===== src/rtl/wdtu_pkg.sv =====
// Purpose: Shared constants and types for the watchdog timer unit
// Assumes: 50 MHz ref_clk, slow oscillator tick supplied as a one-cycle strobe
// Notes: Register offsets are local choices on the plain register port
package wdtu_pkg;
   localparam int unsigned CLK_HZ = 50_000_000;
   localparam int unsigned ADDR_W = 4;
   localparam logic [3:0] OFF_CONTROL = 4'h0;
   localparam logic [3:0] OFF_CAUSE = 4'h1;
   localparam logic [3:0] OFF_IRQ_STATUS = 4'h2;
   localparam logic [3:0] OFF_IRQ_MASK = 4'h3;
   localparam logic [3:0] OFF_STATUS = 4'h4;
   localparam logic [7:0] CONTROL_RESET = 8'h53;
   localparam logic [4:0] KEY_DISABLE = 5'h15;
   localparam logic [4:0] KEY_ENABLE = 5'h0a;
   localparam int unsigned KEY_POS = 3;
   localparam int unsigned PERIOD_POS = 0;
   localparam int unsigned CAUSE_KEY_BIT = 0;
   localparam int unsigned CNT_W = 19;
   // Software reset delay in microseconds, and its cycle count
   localparam int unsigned SRESET_DELAY_US = 64;
   localparam int unsigned SRESET_CYCLES = SRESET_DELAY_US * (CLK_HZ / 1_000_000);
   // Status layout: bit0 timeout, bit1 power-down
   localparam int unsigned ST_TIMEOUT = 0;
   localparam int unsigned ST_PDOWN = 1;
   // Interrupt events: bit0 overflow, bit1 key fault
   localparam int unsigned EV_OVERFLOW = 0;
   localparam int unsigned EV_KEYFAULT = 1;
   localparam int unsigned EV_W = 2;

   typedef struct packed {
      logic [ADDR_W-1:0] addr;
      logic [7:0] wdata;
      logic wr;
      logic rd;
   } wdtu_req_t;

   typedef struct packed {
      logic wake_reset;   // Pulse: reset only program counter and stack pointer
      logic full_reset;   // Pulse: full device reset
   } wdtu_rst_t;
endpackage


===== src/rtl/wdtu_divider.sv =====
// Purpose: Watchdog count of slow oscillator ticks with selectable overflow
// Assumes: osc_tick is a one-cycle strobe per slow oscillator period
// Notes: Overflow is a one-cycle pulse, count restarts from zero after it
`timescale 1ns/100ps
module wdtu_divider #(
   parameter int unsigned CNT_W = wdtu_pkg::CNT_W
) (
   input wire logic ref_clk,
   input wire logic resetn,
   input wire logic run,
   input wire logic clear,
   input wire logic osc_tick,
   input wire logic [2:0] period_sel,
   output logic [CNT_W-1:0] count,
   output logic overflow
);
   typedef struct packed {
      logic [CNT_W-1:0] cnt;
      logic ovf;
   } wdtu_div_state_t;

   wdtu_div_state_t state_r;
   wdtu_div_state_t state_nxt;
   logic [4:0] shift;
   logic [CNT_W-1:0] limit;

   always_comb begin
      unique case (period_sel)
         3'd0: shift = 5'd8;
         3'd1: shift = 5'd10;
         3'd2: shift = 5'd12;
         3'd3: shift = 5'd14;
         3'd4: shift = 5'd15;
         3'd5: shift = 5'd16;
         3'd6: shift = 5'd17;
         3'd7: shift = 5'd18;
      endcase
      limit = CNT_W'((1 << shift) - 1);
   end

   always_comb begin
      state_nxt = state_r;
      state_nxt.ovf = 1'b0;
      if (clear || !run) begin
         state_nxt.cnt = '0;
      end else if (osc_tick) begin
         if (state_r.cnt >= limit) begin
            state_nxt.cnt = '0;
            state_nxt.ovf = 1'b1;
         end else begin
            state_nxt.cnt = state_r.cnt + 1'b1;
         end
      end
   end

   always_ff @(posedge ref_clk) begin
      if (!resetn) begin
         state_r <= '0;
      end else begin
         state_r <= state_nxt;
      end
   end

   assign count = state_r.cnt;
   assign overflow = state_r.ovf;
endmodule


===== src/rtl/wdtu_top.sv =====
// Purpose: Watchdog timer unit with key field, period select and cause flags
// Assumes: Instruction strobes come from the core as one-cycle pulses
// Notes: resetn is power-up reset; wake and full reset requests are outputs
//
// Contract
// - Watchdog counts slow oscillator ticks, divided by two^8 up to two^18.
// - Period codes 000..111 pick 2^8,10,12,14,15,16,17,18 ticks.
// - Key 10101B disables the watchdog, 01010B enables it.
// - Any other key value forces a device reset after the software reset delay.
// - Key fault reset sets cause flag; only power-up or software writing zero clears it.
// - Control register powers up 0x53: enabled, period code 011.
// - Overflow while running requests full reset and sets timeout bit.
// - Overflow in sleep or idle sets timeout, resets only PC and stack.
// - Count cleared by key fault, clear instruction, power-down, reset pin low.
// - One clear instruction alone clears the counter.
// - Cause flag register bits 7 to 4 read as zero.
// - Power-down clears watchdog, sets power-down flag, clears timeout flag.
// - Power-down flag cleared by power-up or clear instruction.
`timescale 1ns/100ps
module wdtu_top #(
   parameter int unsigned SRESET_CYCLES = wdtu_pkg::SRESET_CYCLES
) (
   input wire logic ref_clk,
   input wire logic resetn,
   input wire wdtu_pkg::wdtu_req_t bus_req,
   output logic [7:0] rdata,
   input wire logic osc_tick,
   input wire logic clear_instr,
   input wire logic power_down_instr,
   input wire logic low_power_mode,
   input wire logic reset_pin_select,
   input wire logic reset_pin_n,
   output wdtu_pkg::wdtu_rst_t rst_req,
   output logic irq
);
   localparam int unsigned DLY_W = $clog2(SRESET_CYCLES + 1);

   typedef struct packed {
      logic [7:0] control;
      logic key_fault_reset_flag;
      logic timeout_status_bit;
      logic power_down_flag;
      logic [wdtu_pkg::EV_W-1:0] irq_status;
      logic [wdtu_pkg::EV_W-1:0] irq_mask;
      logic fault_pending;
      logic [DLY_W-1:0] delay;
      logic [7:0] rdata;
      wdtu_pkg::wdtu_rst_t rst;
      logic irq;
   } wdtu_state_t;

   wdtu_state_t state_r;
   wdtu_state_t state_nxt;
   logic [4:0] key;
   logic key_valid;
   logic run;
   logic wd_clear;
   logic overflow;
   logic [wdtu_pkg::EV_W-1:0] events;
   logic wr_ctl;

   assign key = state_r.control[wdtu_pkg::KEY_POS +: 5];
   assign key_valid = (key == wdtu_pkg::KEY_ENABLE) || (key == wdtu_pkg::KEY_DISABLE);
   assign run = (key == wdtu_pkg::KEY_ENABLE);
   assign wr_ctl = bus_req.wr && (bus_req.addr == wdtu_pkg::OFF_CONTROL);
   // Clear on any fault, including one from noise, not just a written one
   assign wd_clear = !key_valid || clear_instr || power_down_instr
      || (reset_pin_select && !reset_pin_n);

   wdtu_divider #(
      .CNT_W(wdtu_pkg::CNT_W)
   ) u_div (
      .ref_clk(ref_clk),
      .resetn(resetn),
      .run(run),
      .clear(wd_clear),
      .osc_tick(osc_tick),
      .period_sel(state_r.control[wdtu_pkg::PERIOD_POS +: 3]),
      .count(),
      .overflow(overflow)
   );

   ////////////////////////////////////////////////////////////////////////////

   always_comb begin
      state_nxt = state_r;
      state_nxt.rst = '0;
      state_nxt.rdata = 8'h00;
      events = '0;

      // Software writes
      if (wr_ctl) begin
         state_nxt.control = bus_req.wdata;
      end
      if (bus_req.wr && bus_req.addr == wdtu_pkg::OFF_CAUSE && !bus_req.wdata[0]) begin
         state_nxt.key_fault_reset_flag = 1'b0;
      end
      if (bus_req.wr && bus_req.addr == wdtu_pkg::OFF_IRQ_STATUS) begin
         state_nxt.irq_status = state_r.irq_status & ~bus_req.wdata[wdtu_pkg::EV_W-1:0];
      end
      if (bus_req.wr && bus_req.addr == wdtu_pkg::OFF_IRQ_MASK) begin
         state_nxt.irq_mask = bus_req.wdata[wdtu_pkg::EV_W-1:0];
      end

      // Key fault: hold off, then full reset
      if (!key_valid && !state_r.fault_pending) begin
         state_nxt.fault_pending = 1'b1;
         state_nxt.delay = '0;
         events[wdtu_pkg::EV_KEYFAULT] = 1'b1;
      end else if (state_r.fault_pending) begin
         if (state_r.delay >= DLY_W'(SRESET_CYCLES - 1)) begin
            state_nxt.rst.full_reset = 1'b1;
            state_nxt.key_fault_reset_flag = 1'b1;
            state_nxt.fault_pending = 1'b0;
            state_nxt.delay = '0;
            // Reset returns the key to its power-up value
            state_nxt.control = wdtu_pkg::CONTROL_RESET;
         end else begin
            state_nxt.delay = state_r.delay + 1'b1;
         end
      end

      // Clear instruction and power-down
      if (clear_instr) begin
         state_nxt.power_down_flag = 1'b0;
      end
      if (power_down_instr) begin
         state_nxt.power_down_flag = 1'b1;
         state_nxt.timeout_status_bit = 1'b0;
      end

      // Overflow: set wins over any simultaneous clear
      if (overflow) begin
         state_nxt.timeout_status_bit = 1'b1;
         events[wdtu_pkg::EV_OVERFLOW] = 1'b1;
         if (low_power_mode) begin
            state_nxt.rst.wake_reset = 1'b1;
         end else begin
            state_nxt.rst.full_reset = 1'b1;
         end
      end

      state_nxt.irq_status = state_nxt.irq_status | events;
      state_nxt.irq = |(state_nxt.irq_status & state_nxt.irq_mask);

      if (bus_req.rd) begin
         unique case (bus_req.addr)
            wdtu_pkg::OFF_CONTROL: state_nxt.rdata = state_r.control;
            wdtu_pkg::OFF_CAUSE: state_nxt.rdata = {7'h00, state_r.key_fault_reset_flag};
            wdtu_pkg::OFF_IRQ_STATUS: state_nxt.rdata = {6'h00, state_r.irq_status};
            wdtu_pkg::OFF_IRQ_MASK: state_nxt.rdata = {6'h00, state_r.irq_mask};
            wdtu_pkg::OFF_STATUS: state_nxt.rdata = {6'h00, state_r.power_down_flag,
               state_r.timeout_status_bit};
            default: state_nxt.rdata = 8'h00;
         endcase
      end
   end

   always_ff @(posedge ref_clk) begin
      if (!resetn) begin
         state_r <= '0;
         state_r.control <= wdtu_pkg::CONTROL_RESET;
      end else begin
         state_r <= state_nxt;
      end
   end

   assign rdata = state_r.rdata;
   assign rst_req = state_r.rst;
   assign irq = state_r.irq;
endmodule


===== config.mk =====
export PLATFORM = sky130hd
export DESIGN_NAME = wdtu_top
export DESIGN_NICKNAME = d
export VERILOG_FILES = /design/src/rtl/wdtu_pkg.sv /design/src/rtl/wdtu_divider.sv /design/src/rtl/wdtu_top.sv
export SDC_FILE = /design/constraint.sdc
export NUM_CORES = 1
export LEC_CHECK = 0
export BUFFER_PORTS_ARGS = -buffer_cell sky130_fd_sc_hd__buf_2
export CAP_MARGIN = 10
export CORE_ASPECT_RATIO = 0.5
export CORE_MARGIN = 2
export CORE_UTILIZATION = 50
export CTS_CLUSTER_DIAMETER = 200
export DETAILED_ROUTE_END_ITERATION = 16
export PLACE_DENSITY = 0.71
export SETUP_SLACK_MARGIN = 0.3
export SYNTH_ARGS = -nofsm -noshare
export SYNTH_HDL_FRONTEND = slang
export SYNTH_SLANG_ARGS = --single-unit

===== constraint.sdc =====
create_clock -name ref_clk -period 10.4 [get_ports ref_clk]
set_clock_uncertainty 0.05 [all_clocks]
set_input_delay 1.04 -clock ref_clk [delete_from_list [all_inputs] [get_ports ref_clk]]
set_output_delay 1.04 -clock ref_clk [all_outputs]
set_load 0.1 [all_outputs]

Word level (Yosys, flattened, before mapping)
Memories as Yosys holds them, arrays and structs flattened. A register that Yosys moved wholly into a read port is not among the register bits.
Cells that the tools add are included.
Widths: inputs -> output; s select.
{"block": "classes", "n_mux": 26, "order_cmp": 2, "addsub": 3, "n_shift": 1, "bitwise_logic": 6, "n_eq_ne": 6, "reduce_logical": 26}
{"op": "$pmux 8 s5", "n": 1}
{"op": "$mux 9", "n": 3}
{"op": "$mux 13", "n": 2}
{"op": "$add 19x1->19 const B", "n": 1}
{"op": "$ge 19x19->1", "n": 1}
{"op": "$mux 19", "n": 1}
{"op": "$shl 1x5->19 const A", "n": 1}
{"op": "$sub 19x2->19 const B", "n": 1}
{"op": "$mux 1", "n": 13}
{"op": "$add 12x1->12 const B", "n": 1}
{"op": "$ge 12x12->1 const B", "n": 1}
{"op": "$mux 12", "n": 1}
{"op": "$eq 4x2->1 const B", "n": 2}
{"op": "$mux 8", "n": 1}
{"op": "$logic_and 1x1->1", "n": 7}
{"op": "$mux 2", "n": 3}
{"op": "$reduce_or 2->1", "n": 3}
{"op": "$eq 5x4->1 const B", "n": 1}
{"op": "$eq 5x5->1 const B", "n": 1}
{"op": "$logic_not 1->1", "n": 5}
{"op": "$logic_or 1x1->1", "n": 5}
{"op": "$and 2x2->2", "n": 2}
{"op": "$eq 4x1->1 const B", "n": 1}
{"op": "$eq 4x3->1 const B", "n": 1}
{"op": "8 further kinds", "n": 11}
{"block": "totals", "register_bits": 59, "output_inout_bits": 11, "romBits": 40, "in_bits": 22, "wordCells": 85, "memories": 1}
{"name": "(name not given)", "words": 8, "width": 5, "rd": 1, "rd_clocked_by_memory_dff": 1, "wr": 0, "line": "wdtu_divider.sv:28", "text": "unique case (period_sel)"}

Longest topological paths before layout
Gate-level depths: netlist of the first run.
{"block": "logic_depth", "word_depth": 8, "ltp_mapped": 16, "ltp_nobuf": 13}

Hierarchy
From an unflattened synthesis of the first run, not the netlist that was laid out.
{"block": "hier_totals", "hier_cells": 375, "area_unflattened_um2": 3309.4}
{"module": "wdtu_top", "instances": 1, "cells_per_inst": 188, "area_per_inst_um2": 1770.4}
{"module": "wdtu_divider", "instances": 1, "cells_per_inst": 187, "area_per_inst_um2": 1539.0}

Least setup slack after synthesis of the first run
Ideal clock, no wire load.
{"block": "synth_timing", "path_kind": "register to register", "start": "reg, netlist name u_div.shift[2]", "end": "reg u_div.state_r (netlist bit u_div.count[10])", "path_stages_with_launch": 17, "arrival_time_ns": 3.761, "setup_time_ns": 0.117, "slack_ns": 6.472, "cell_sequence": "dfxtp_1 -> clkbuf_1 -> nor3_1 -> or3b_2 -> ha_1 -> clkbuf_1 -> nor3_1 -> nand3_1 -> a21oi_1 -> nor2_1 -> ha_1 -> nand4_1 -> nor4_1 -> a311oi_2 -> a31oi_2 -> buf_4 -> nor3_2"}
{"block": "synth_via", "elab_chain_cells": 4}
{"element": "$shl 1x5->19", "line": "wdtu_divider.sv:38", "text": "limit = CNT_W'((1 << shift) - 1);"}
{"element": "$sub 19x2->19", "line": "wdtu_divider.sv:38"}
{"element": "$ge 19x19->1", "line": "wdtu_divider.sv:47", "text": "if (state_r.cnt >= limit) begin"}
{"element": "$mux 19", "line": "wdtu_divider.sv:47"}
{"element": "end signal: assignment", "line": "wdtu_divider.sv:60", "text": "state_r <= state_nxt;"}
{"element": "end: declaration", "line": "wdtu_divider.sv:22", "text": "wdtu_div_state_t state_r;"}
Every way passes these cells.
A chain may end at the register's enable or synchronous reset.

Worst setup path in the final report of the first run
{"block": "layout_timing", "start": "reg, netlist name u_div.shift[2]", "end": "reg u_div.state_r (netlist bit u_div.count[4])"}
{"block": "layout_via", "elab_chain_cells": 4}
{"element": "$shl 1x5->19", "line": "wdtu_divider.sv:38"}
{"element": "$sub 19x2->19", "line": "wdtu_divider.sv:38"}
{"element": "$ge 19x19->1", "line": "wdtu_divider.sv:47"}
{"element": "$mux 19", "line": "wdtu_divider.sv:47"}
Every way passes these cells.

==> results of run 1 <==
==> through the flow <==
| stage | std cells | cell area, um2 | power, mW | hold slack [ns] | utilization |
|---|---|---|---|---|---|
| 2_1_floorplan | 408 | 3550 | 0.273 | 0.399 | - |
| 3_3_place_gp | 506 | 3650 | 0.280 | 0.412 | 0.538 |
| 3_5_place_dp | 506 | 3650 | 0.280 | 0.420 | 0.538 |
| 4_1_cts | 522 | 3970 | 0.588 | 0.441 | 0.585 |
| 5_1_grt | 522 | 3970 | 0.602 | 0.458 | 0.585 |
| 6_report | 522 | 3970 | 0.583 | 0.435 | 0.585 |
==> power groups by stage <==
stage	combinational (mW)	clock (mW)	sequential, mW
after CTS	0.0252	0.313	0.250
final	0.0251	0.308	0.250
after global routing	0.0278	0.324	0.250
after detailed placement	0.0250	0	0.255
after floorplan	0.0191	0	0.254
after global placement	0.0248	0	0.255
==> routing by layer <==
metal | vias up | wire [um] | track usage
met4 | 0 | 74 | 0.0426
met2 | 41 | 3280 | 0.310
met3 | 9 | 220 | 0.0652
met1 | 1320 | 3460 | 0.256
li1 | 1466 | - | -
met5 | - | 0 | 0
==> path summary, 6_finish.rpt <==
kind,from,to,slack [ns],cells past startpoint
hold / removal,state_r[30],state_r[30],0.43,2
hold reg to reg,state_r[30],state_r[30],0.43,2
setup / recovery,u_div.shift[2],u_div.count[4],5.60,13
setup reg to reg,u_div.shift[2],u_div.count[4],5.60,13
==> registers in the layout, indices dropped and copies added (netlist names) <==
name,flops
u_div.overflow,1
irq,1
u_div.shift,5
rst_req,2
state_r,23
rdata,8
key,5
u_div.count,19
==> final cells by class <==
type,instances,area (um2),area share
multi-input cells,306,2050,0.516
well taps,92,115,0.0290
inverters,12,45.0,0.0114
clock buffers,12,267,0.0672
clock inverters,4,51.3,0.0129
flip-flops and latches,64,1280,0.323
repair buffers,32,160,0.0404
==> tightest hold or removal path, stage by stage (launching register included) <==
cell and delay (ns):
dfxtp_1 0.30, o21ai_0 0.07, a21oi_1 0.06
==> cells in the mapped netlist, types with 5 or more instances <==
cell and n:
and2_1 5, clkbuf_1 11, nor2_1 41, xor2_1 16
buf_4 11, nor3_2 10, nor3_1 15, mux2i_1 13
xnor2_1 11, ha_1 24, o21ai_0 13, a21oi_1 22
dfxtp_1 64, nand4_1 12, nand3_1 14, nand2_1 45
inv_1 11
==> kinds of logic after synthesis <==
| group | Yosys count | synth area share |
|---|---|---|
| muxes | 16 | 0.0472 |
| DFF | 64 | 0.361 |
| buffers and inverters | 38 | 0.0627 |
| and+or+nand+nor | 175 | 0.258 |
| adders and majority gates | 24 | 0.0846 |
| xor gates and xnor gates | 27 | 0.0666 |
| AOI/OAI and AO/OA | 64 | 0.120 |
==> flow_metrics.env, run 1 <==
export IMPL_numPortBuffers=32
export IMPL_die_w_um=123
export IMPL_critPathBufInv=0
export IMPL_synth_cells=408
export IMPL_antennaDiodeCount=0
export IMPL_cts_made_buffers=9
export IMPL_synth_seq_cells=64
export IMPL_cp_common_cell="nor3_1"
export IMPL_dp_slack_ns=5.63
export IMPL_fillers=599
export IMPL_crit_arrival_ns=4.90
export IMPL_wl_per_cell_um=13.5
export IMPL_hold_viol=0
export IMPL_worst_ep_required_time_ns=10.51
export IMPL_hp_class="register to register"
export IMPL_finalMaxSlewViolations=0
export IMPL_grt_antenna_before_repair=0
export IMPL_clock_sink_count=64
export IMPL_slowest_stage="a31oi_2"
export IMPL_ys_types=51
export IMPL_cts_hold_buf=0
export IMPL_grt_ovfl_total=0
export IMPL_swShare=0.208
export IMPL_maxCapViolations=0
export IMPL_peakVddDrop_v=0.0000870
export IMPL_path_delay_family="simple AND/OR/NAND/NOR gates"
export IMPL_cts_buffer_depth=2
export IMPL_ant_nets=0
export IMPL_tns_ns=0
export IMPL_area_growth_pct=11.7
export IMPL_cts_root_buffer="clkbuf_16"
export IMPL_cts_repair_resized=0
export IMPL_critPathMaxFanout=18
export IMPL_drtIter0Drc=248
export IMPL_syn_avg_cell_area_um2=8.70
export IMPL_io_pins=33
export IMPL_grt_usage=0.195
export IMPL_power_frac_seq=0.429
export IMPL_synth_edff_count=0
export IMPL_async_reset_ff_frac=0
export IMPL_slowest_delay_ns=0.95
export IMPL_tightest_slew_ns=1.11
export IMPL_routabilityCongestion=0.845
export IMPL_status="complete, no violations"
export IMPL_grt_pass1_vias=2621
export IMPL_synth_area_leader_cell="dfxtp_1"
export IMPL_pwr_share_clk=0.528
export IMPL_p_per_area_nw_per_um2=147
export IMPL_fin_crit_ns=4.80
export IMPL_crit_chain="nor3_1 -> or3b_2 -> ha_1 -> nor3_1 -> nand3_1 -> a21oi_1 -> nor2_1 -> ha_1 -> nand4_1 -> nor4_1 -> a311oi_2 -> a31oi_2 -> nor3_1"
export IMPL_synth_top_area_frac=0.361
export IMPL_slew_headroom=0.256
export IMPL_start_util=0.524
export IMPL_end_kind="register"
export IMPL_grt_max_degree=21
export IMPL_worstSetupStartpointType="register"
export IMPL_internal_power_uw=462
export IMPL_first_pass_iters=4
export IMPL_path_class="register to register"
export IMPL_vias=2836
export IMPL_viasPerCell=5.43
export IMPL_finalCritPeriodShare=0.461
export IMPL_design_core_area_um2=6780
export IMPL_final_common_cell="dfxtp_1"
export IMPL_rsz0062_at_grt="false"
export IMPL_postCtsSetupBuffers=0
export IMPL_clk_latency_ns=0.33
export IMPL_drive_above_1_share=0.172
export IMPL_final_nets=471
export IMPL_setup_ws_ns=5.60
export IMPL_grt_pass1_wl_mm=11.8
export IMPL_synthesis_area_um2=3550
export IMPL_htree_levels=3
export IMPL_yosysSeqAreaShare=0.361
export IMPL_rows=21
export IMPL_p_leak_nw=1.65
export IMPL_fmax_mhz=209
export IMPL_layout_common_cells="dfxtp_1, nand2_1, nor2_1"
export IMPL_yosys_warnings=0
export IMPL_drc_errors=0
export IMPL_hpwl_mm=5.11
export IMPL_tritoncts="yes"
export IMPL_synth_nets=454
export IMPL_setup_viol=0
export IMPL_p_sw_uw=121
export IMPL_routed_wl_mm=7.04
export IMPL_synth_area_leaders="dfxtp_1, ha_1, nand2_1"
export IMPL_fp_dieH_um=63.6
export IMPL_ys_flop_type="dfxtp_1"
export IMPL_clkTransAtPathRegs_ns=0.06
export IMPL_combinationalPowerShare=0.043
export IMPL_die_area_um2=7830
Power figures use the tool's default switching activity.
==> run 2, diff against run 1 <==
Clock period 10.4 ns to 4.5 ns, I/O delays scaled along.
==> flow_metrics.env, run 2 (same netlist as run 1, synthesis figures left out) <==
export IMPL_numPortBuffers=32
export IMPL_slowest_stage="or3b_2"
export IMPL_grt_pass1_vias=2660
export IMPL_routabilityCongestion=0.920
export IMPL_io_pins=33
export IMPL_setup_viol=0
export IMPL_hp_class="input pin to register"
export IMPL_fmax_mhz=258
export IMPL_clk_latency_ns=0.33
export IMPL_grt_ovfl_total=0
export IMPL_routed_wl_mm=7.19
export IMPL_start_util=0.524
export IMPL_placed_area_um2=3680
export IMPL_holdWs_ns=0.280
export IMPL_final_nets=476
export IMPL_design_core_area_um2=6780
export IMPL_tns_ns=0
export IMPL_cts_made_buffers=9
export IMPL_top_register="state_r"
export IMPL_p_total_mw=1.38
export IMPL_final_common_cell="dfxtp_1"
export IMPL_utilization=0.592
export IMPL_ant_nets=0
export IMPL_crit_chain="nor3_2 -> or3b_2 -> ha_1 -> nor3_1 -> nand3_1 -> a21oi_1 -> nor2_1 -> ha_1 -> nand4_1 -> nor4_1 -> a311oi_2 -> a31oi_2 -> buf_4 -> nor3_1"
export IMPL_p_leak_nw=1.66
export IMPL_cts_root_buffer="clkbuf_16"
export IMPL_die_w_um=123
export IMPL_peakVddDrop_v=0.000346
export IMPL_fillers=613
export IMPL_multi_input_area_um2=2050
export IMPL_postCtsSetupBuffers=0
export IMPL_drive_above_1_share=0.184
export IMPL_combinationalPowerShare=0.044
export IMPL_tightest_slew_ns=0.802
export IMPL_swShare=0.216
export IMPL_layout_common_cells="dfxtp_1, nand2_1, nor2_1"
export IMPL_vias=2846
export IMPL_grt_usage=0.203
export IMPL_wl_per_cell_um=13.6
export IMPL_path_class="register to register"
export IMPL_drc_errors=0
export IMPL_htree_levels=3
export IMPL_slowest_delay_ns=0.49
export IMPL_clock_sink_count=64
export IMPL_antennaDiodeCount=0
export IMPL_die_area_um2=7830
export IMPL_fin_crit_ns=3.88
export IMPL_grt_max_degree=20
export IMPL_pwr_share_clk=0.538
export IMPL_finalMaxSlewViolations=0
export IMPL_rsz0062_at_grt="false"
export IMPL_hpwl_mm=5.10
export IMPL_first_pass_iters=4
export IMPL_largest_reg_flops=23
export IMPL_fp_dieH_um=63.6
export IMPL_critPathMaxFanout=16
export IMPL_status="complete, no violations"
export IMPL_viasPerCell=5.40
export IMPL_end_kind="register"
export IMPL_seq_area_um2=1280
export IMPL_p_per_area_nw_per_um2=343
export IMPL_crit_arrival_ns=4.04
export IMPL_hold_viol=0
export IMPL_clkTransAtPathRegs_ns=0.05
export IMPL_rows=21
export IMPL_internal_power_mw=1.08
export IMPL_cts_buffer_depth=2
export IMPL_power_frac_seq=0.418
export IMPL_worstSetupStartpointType="register"
export IMPL_tritoncts="yes"
export IMPL_worst_ep_required_time_ns=4.66
export IMPL_finalCritPeriodShare=0.862
export IMPL_drtIter0Drc=226
export IMPL_slew_headroom=0.461
export IMPL_p_sw_uw=298
export IMPL_grt_pass1_wl_mm=12.2
export IMPL_maxCapViolations=0
export IMPL_area_growth_pct=13.0
export IMPL_design_area_um2=4010
export IMPL_grt_antenna_before_repair=0
## run 2: area by class of cell
type / count / share of cell area
flip-flops and latches: 64 / 0.319
clock buffers: 9 / 0.0561
repair buffers: 37 / 0.0493
multi-input cells: 306 / 0.511
inverters: 12 / 0.0112
clock inverters: 7 / 0.0240
well taps: 92 / 0.0287
## run 2: final timing paths
check | from | end | slack [ns] | depth (start not counted)
max | u_div.shift[4] | u_div.count[7] | 0.62 | 14
min | bus_req[6] | key[1] | 0.28 | 3
max reg2reg | u_div.shift[4] | u_div.count[7] | 0.62 | 14
min reg2reg | state_r[12] | state_r[12] | 0.43 | 2
## run 2: what timing repair did
item,CTS,global route
setup endpoints to repair,0,16
gates resized for setup,0,1
hold buffers,0,0
## run 2: worst max-delay path, delay by kind of cell (launching register included)
kind	cells	cell delay, ns
AOI/OAI and AO/OA	3	0.60
buffers and inverters	1	0.27
and+or+nand+nor	8	1.90
DFF	1	0.32
adders and majority gates	2	0.60
## run 2: through the flow
step / instances / setup slack [ns]
2_1_floorplan: 408 / 0.572
3_3_place_gp: 511 / 0.617
3_5_place_dp: 511 / 0.525
4_1_cts: 527 / 0.499
5_1_grt: 527 / 0.312
6_report: 527 / 0.620
## run 2: layer usage
layer,routed length [um],vias up,GRT usage,part of all wire
li1,-,1469,-,-
met1,3450,1320,0.255,0.48
met2,3370,44,0.325,0.47
met3,261,13,0.0670,0.036
met4,104,0,0.0739,0.014
met5,0,-,0,0
## run 2: power groups by stage
stage	registers [mW]	clock network [mW]	logic, mW
global placement	0.588	0	0.0601
floorplan	0.587	0	0.0441
detailed placement	0.588	0	0.0601
finish	0.576	0.741	0.0602
CTS	0.575	0.752	0.0606
global route	0.576	0.783	0.0669
==> run 3, diff against run 2 <==
Settings changed: ABC_AREA set to 1.
==> flow_metrics.env, run 3 <==
export IMPL_status="complete, no violations"
export IMPL_path_class="register to register"
export IMPL_fmax_mhz=318
export IMPL_yosysSeqAreaShare=0.342
export IMPL_fp_dieH_um=65.2
export IMPL_clock_sink_count=64
export IMPL_grt_max_degree=20
export IMPL_wl_per_cell_um=11.6
export IMPL_synth_area_leaders="dfxtp_1, nand2_1, nor2_1"
export IMPL_drc_errors=0
export IMPL_hold_viol=0
export IMPL_synth_seq_cells=64
export IMPL_fin_crit_ns=3.14
export IMPL_peakVddDrop_v=0.000258
export IMPL_p_total_mw=1.40
export IMPL_grt_usage=0.198
export IMPL_async_reset_ff_frac=0
export IMPL_finalMaxSlewViolations=0
export IMPL_crit_end="u_div.count[12]"
export IMPL_reg2reg_to="u_div.count[12]"
export IMPL_grt_ovfl_total=0
export IMPL_synthesis_area_um2=3740
export IMPL_crit_cells=19
export IMPL_synth_top_cells_by_count="nand2_1, nor2_1, dfxtp_1, inv_1, nand3_1"
export IMPL_design_core_area_um2=7290
export IMPL_synth_area_leader_cell="dfxtp_1"
export IMPL_htree_levels=3
export IMPL_ys_types=41
export IMPL_synth_top_area_frac=0.342
export IMPL_postCtsSetupBuffers=0
export IMPL_layout_common_cells="nand2_1, nor2_1, dfxtp_1"
export IMPL_rows=22
export IMPL_die_area_um2=8240
export IMPL_final_nets=585
export IMPL_first_pass_iters=4
export IMPL_largest_reg_flops=23
export IMPL_start_util=0.513
export IMPL_tritoncts="yes"
export IMPL_yosys_warnings=0
export IMPL_reg2reg_from="u_div.shift[0]"
export IMPL_cts_repair_resized=0
export IMPL_cts_root_buffer="clkbuf_16"
export IMPL_cts_buffer_depth=2
export IMPL_routabilityCongestion=0.889
export IMPL_rrSetupSlack_ns=1.36
export IMPL_min_from="low_power_mode"
export IMPL_crit_chain="nor3_1 -> nand2_1 -> ha_1 -> nand2_1 -> nor2_2 -> nand2_2 -> nor2_1 -> nand2_1 -> nand2_1 -> ha_1 -> nand2_1 -> nor2_1 -> nand2_1 -> nor2_1 -> nand2_1 -> nand3_1 -> nand2_1 -> nand2_2 -> nor2_1"
export IMPL_viasPerCell=4.90
export IMPL_clk_latency_ns=0.32
export IMPL_worstSetupStartpointType="register"
export IMPL_hp_class="input pin to register"
export IMPL_p_leak_nw=1.99
export IMPL_cp_startpoint="u_div.shift[0]"
export IMPL_slowest_delay_ns=0.41
export IMPL_cts_hold_buf=0
export IMPL_synth_nets=560
export IMPL_slowest_stage="nor3_1"
export IMPL_maxCapViolations=0
export IMPL_synth_edff_count=0
export IMPL_drtIter0Drc=182
export IMPL_top_register="state_r"
export IMPL_grt_pass1_wl_mm=13.1
export IMPL_setup_viol=0
export IMPL_die_w_um=126
export IMPL_tightest_slew_ns=0.761
export IMPL_rsz0062_at_grt="false"
export IMPL_io_pins=33
export IMPL_routed_wl_mm=7.46
export IMPL_finalCritPeriodShare=0.698
export IMPL_ant_nets=0
export IMPL_antennaDiodeCount=0
export IMPL_clkTransAtPathRegs_ns=0.05
export IMPL_hpwl_mm=5.77
export IMPL_syn_avg_cell_area_um2=7.28
export IMPL_worst_ep_required_time_ns=4.65
export IMPL_setup_ws_ns=1.36
export IMPL_vias=3135
export IMPL_grt_antenna_before_repair=0
export IMPL_path_delay_family="simple AND/OR/NAND/NOR gates"
export IMPL_critPathMaxFanout=19
export IMPL_cts_made_buffers=9
export IMPL_dp_slack_ns=1.39
export IMPL_cp_common_cell="nand2_1"
export IMPL_final_common_cell="nand2_1"
export IMPL_tns_ns=0
export IMPL_utilization=0.576
export IMPL_synth_cells=514
export IMPL_crit_arrival_ns=3.29
export IMPL_p_per_area_nw_per_um2=333
export IMPL_drive_above_1_share=0.143
export IMPL_end_kind="register"
export IMPL_grt_pass1_vias=2904
export IMPL_area_growth_pct=12.2
export IMPL_holdWs_ns=0.287
export IMPL_r2r_cells=19
export IMPL_yosysMostFrequentCell="nand2_1"
export IMPL_numPortBuffers=32
export IMPL_critPathBufInv=0
export IMPL_slew_headroom=0.491
export IMPL_ys_flop_type="dfxtp_1"
run 3: cell count changes after synthesis, sizes merged, moves of 6 or more:
cell,before,now
mux2i,13,1
nand3,14,34
inv,11,68
clkbuf,11,0
xor2,16,22
a21oi,25,19
and2,6,0
nor2,41,96
xnor2,11,4
nor3,25,16
nand2,46,99
run 3: how the worst min path moves through the flow:
stage,to,slack (ns),cells past startpoint
CTS,rst_req[0],0.28,2
global route,rst_req[0],0.28,2
finish,rst_req[0],0.29,2
detailed placement,state_r[28],0.41,2
global placement,state_r[28],0.40,2
floorplan,state_r[28],0.39,2
run 3: worst reg2reg max path: stages (launching register included):
cell,delay [ns]
dfxtp_1,0.39
nor3_1,0.41
nand2_1,0.14
ha_1,0.22
nand2_1,0.12
nor2_2,0.08
nand2_2,0.11
nor2_1,0.05
nand2_1,0.06
nand2_1,0.06
ha_1,0.29
nand2_1,0.06
nor2_1,0.15
nand2_1,0.09
nor2_1,0.12
nand2_1,0.07
nand3_1,0.07
nand2_1,0.07
nand2_2,0.32
nor2_1,0.08
run 3: metal layers:
layer  up-vias  wire length, um  track usage
li1       1689                -            -
met4         0               51       0.0440
met5         -                0            0
met3         6              309       0.0660
met2        57             3470        0.340
met1      1383             3630        0.245
run 3: logic make-up (layout without fill, tap and decap cells):
kind of cell               count (synthesis)  count (layout)  share of synthesized area
xor gates and xnor gates                  26              26                     0.0608
and+or+nand+nor                          266             266                      0.333
DFF                                       64              64                      0.342
AOI/OAI and AO/OA                         47              47                     0.0749
muxes                                      1               1                    0.00267
adders and majority gates                 24              24                     0.0802
buffers and inverters                     86             116                      0.106
run 3: final cells by class:
| type | count | area, um2 |
|---|---|---|
| inverter | 68 | 260 |
| multi-input combinational | 364 | 2070 |
| tap | 96 | 120 |
| fill | 659 | 3090 |
| sequential | 64 | 1280 |
| clock inverter | 5 | 81.3 |
| clock buffer | 11 | 233 |
| timing repair buffer | 32 | 160 |
run 3: report_power, final:
group,switching [mW],total [mW],internal [mW]
clock network,0.243,0.728,0.485
logic,0.0601,0.0892,0.0291
registers,0.00784,0.582,0.574
total,0.311,1.40,1.09
run 3: metrics by stage:
stage	std cells	cell area [um2]
after CTS	640	4200
final	640	4200
after floorplan	514	3740
after global routing	640	4200
after detailed placement	624	3890
after global placement	624	3890
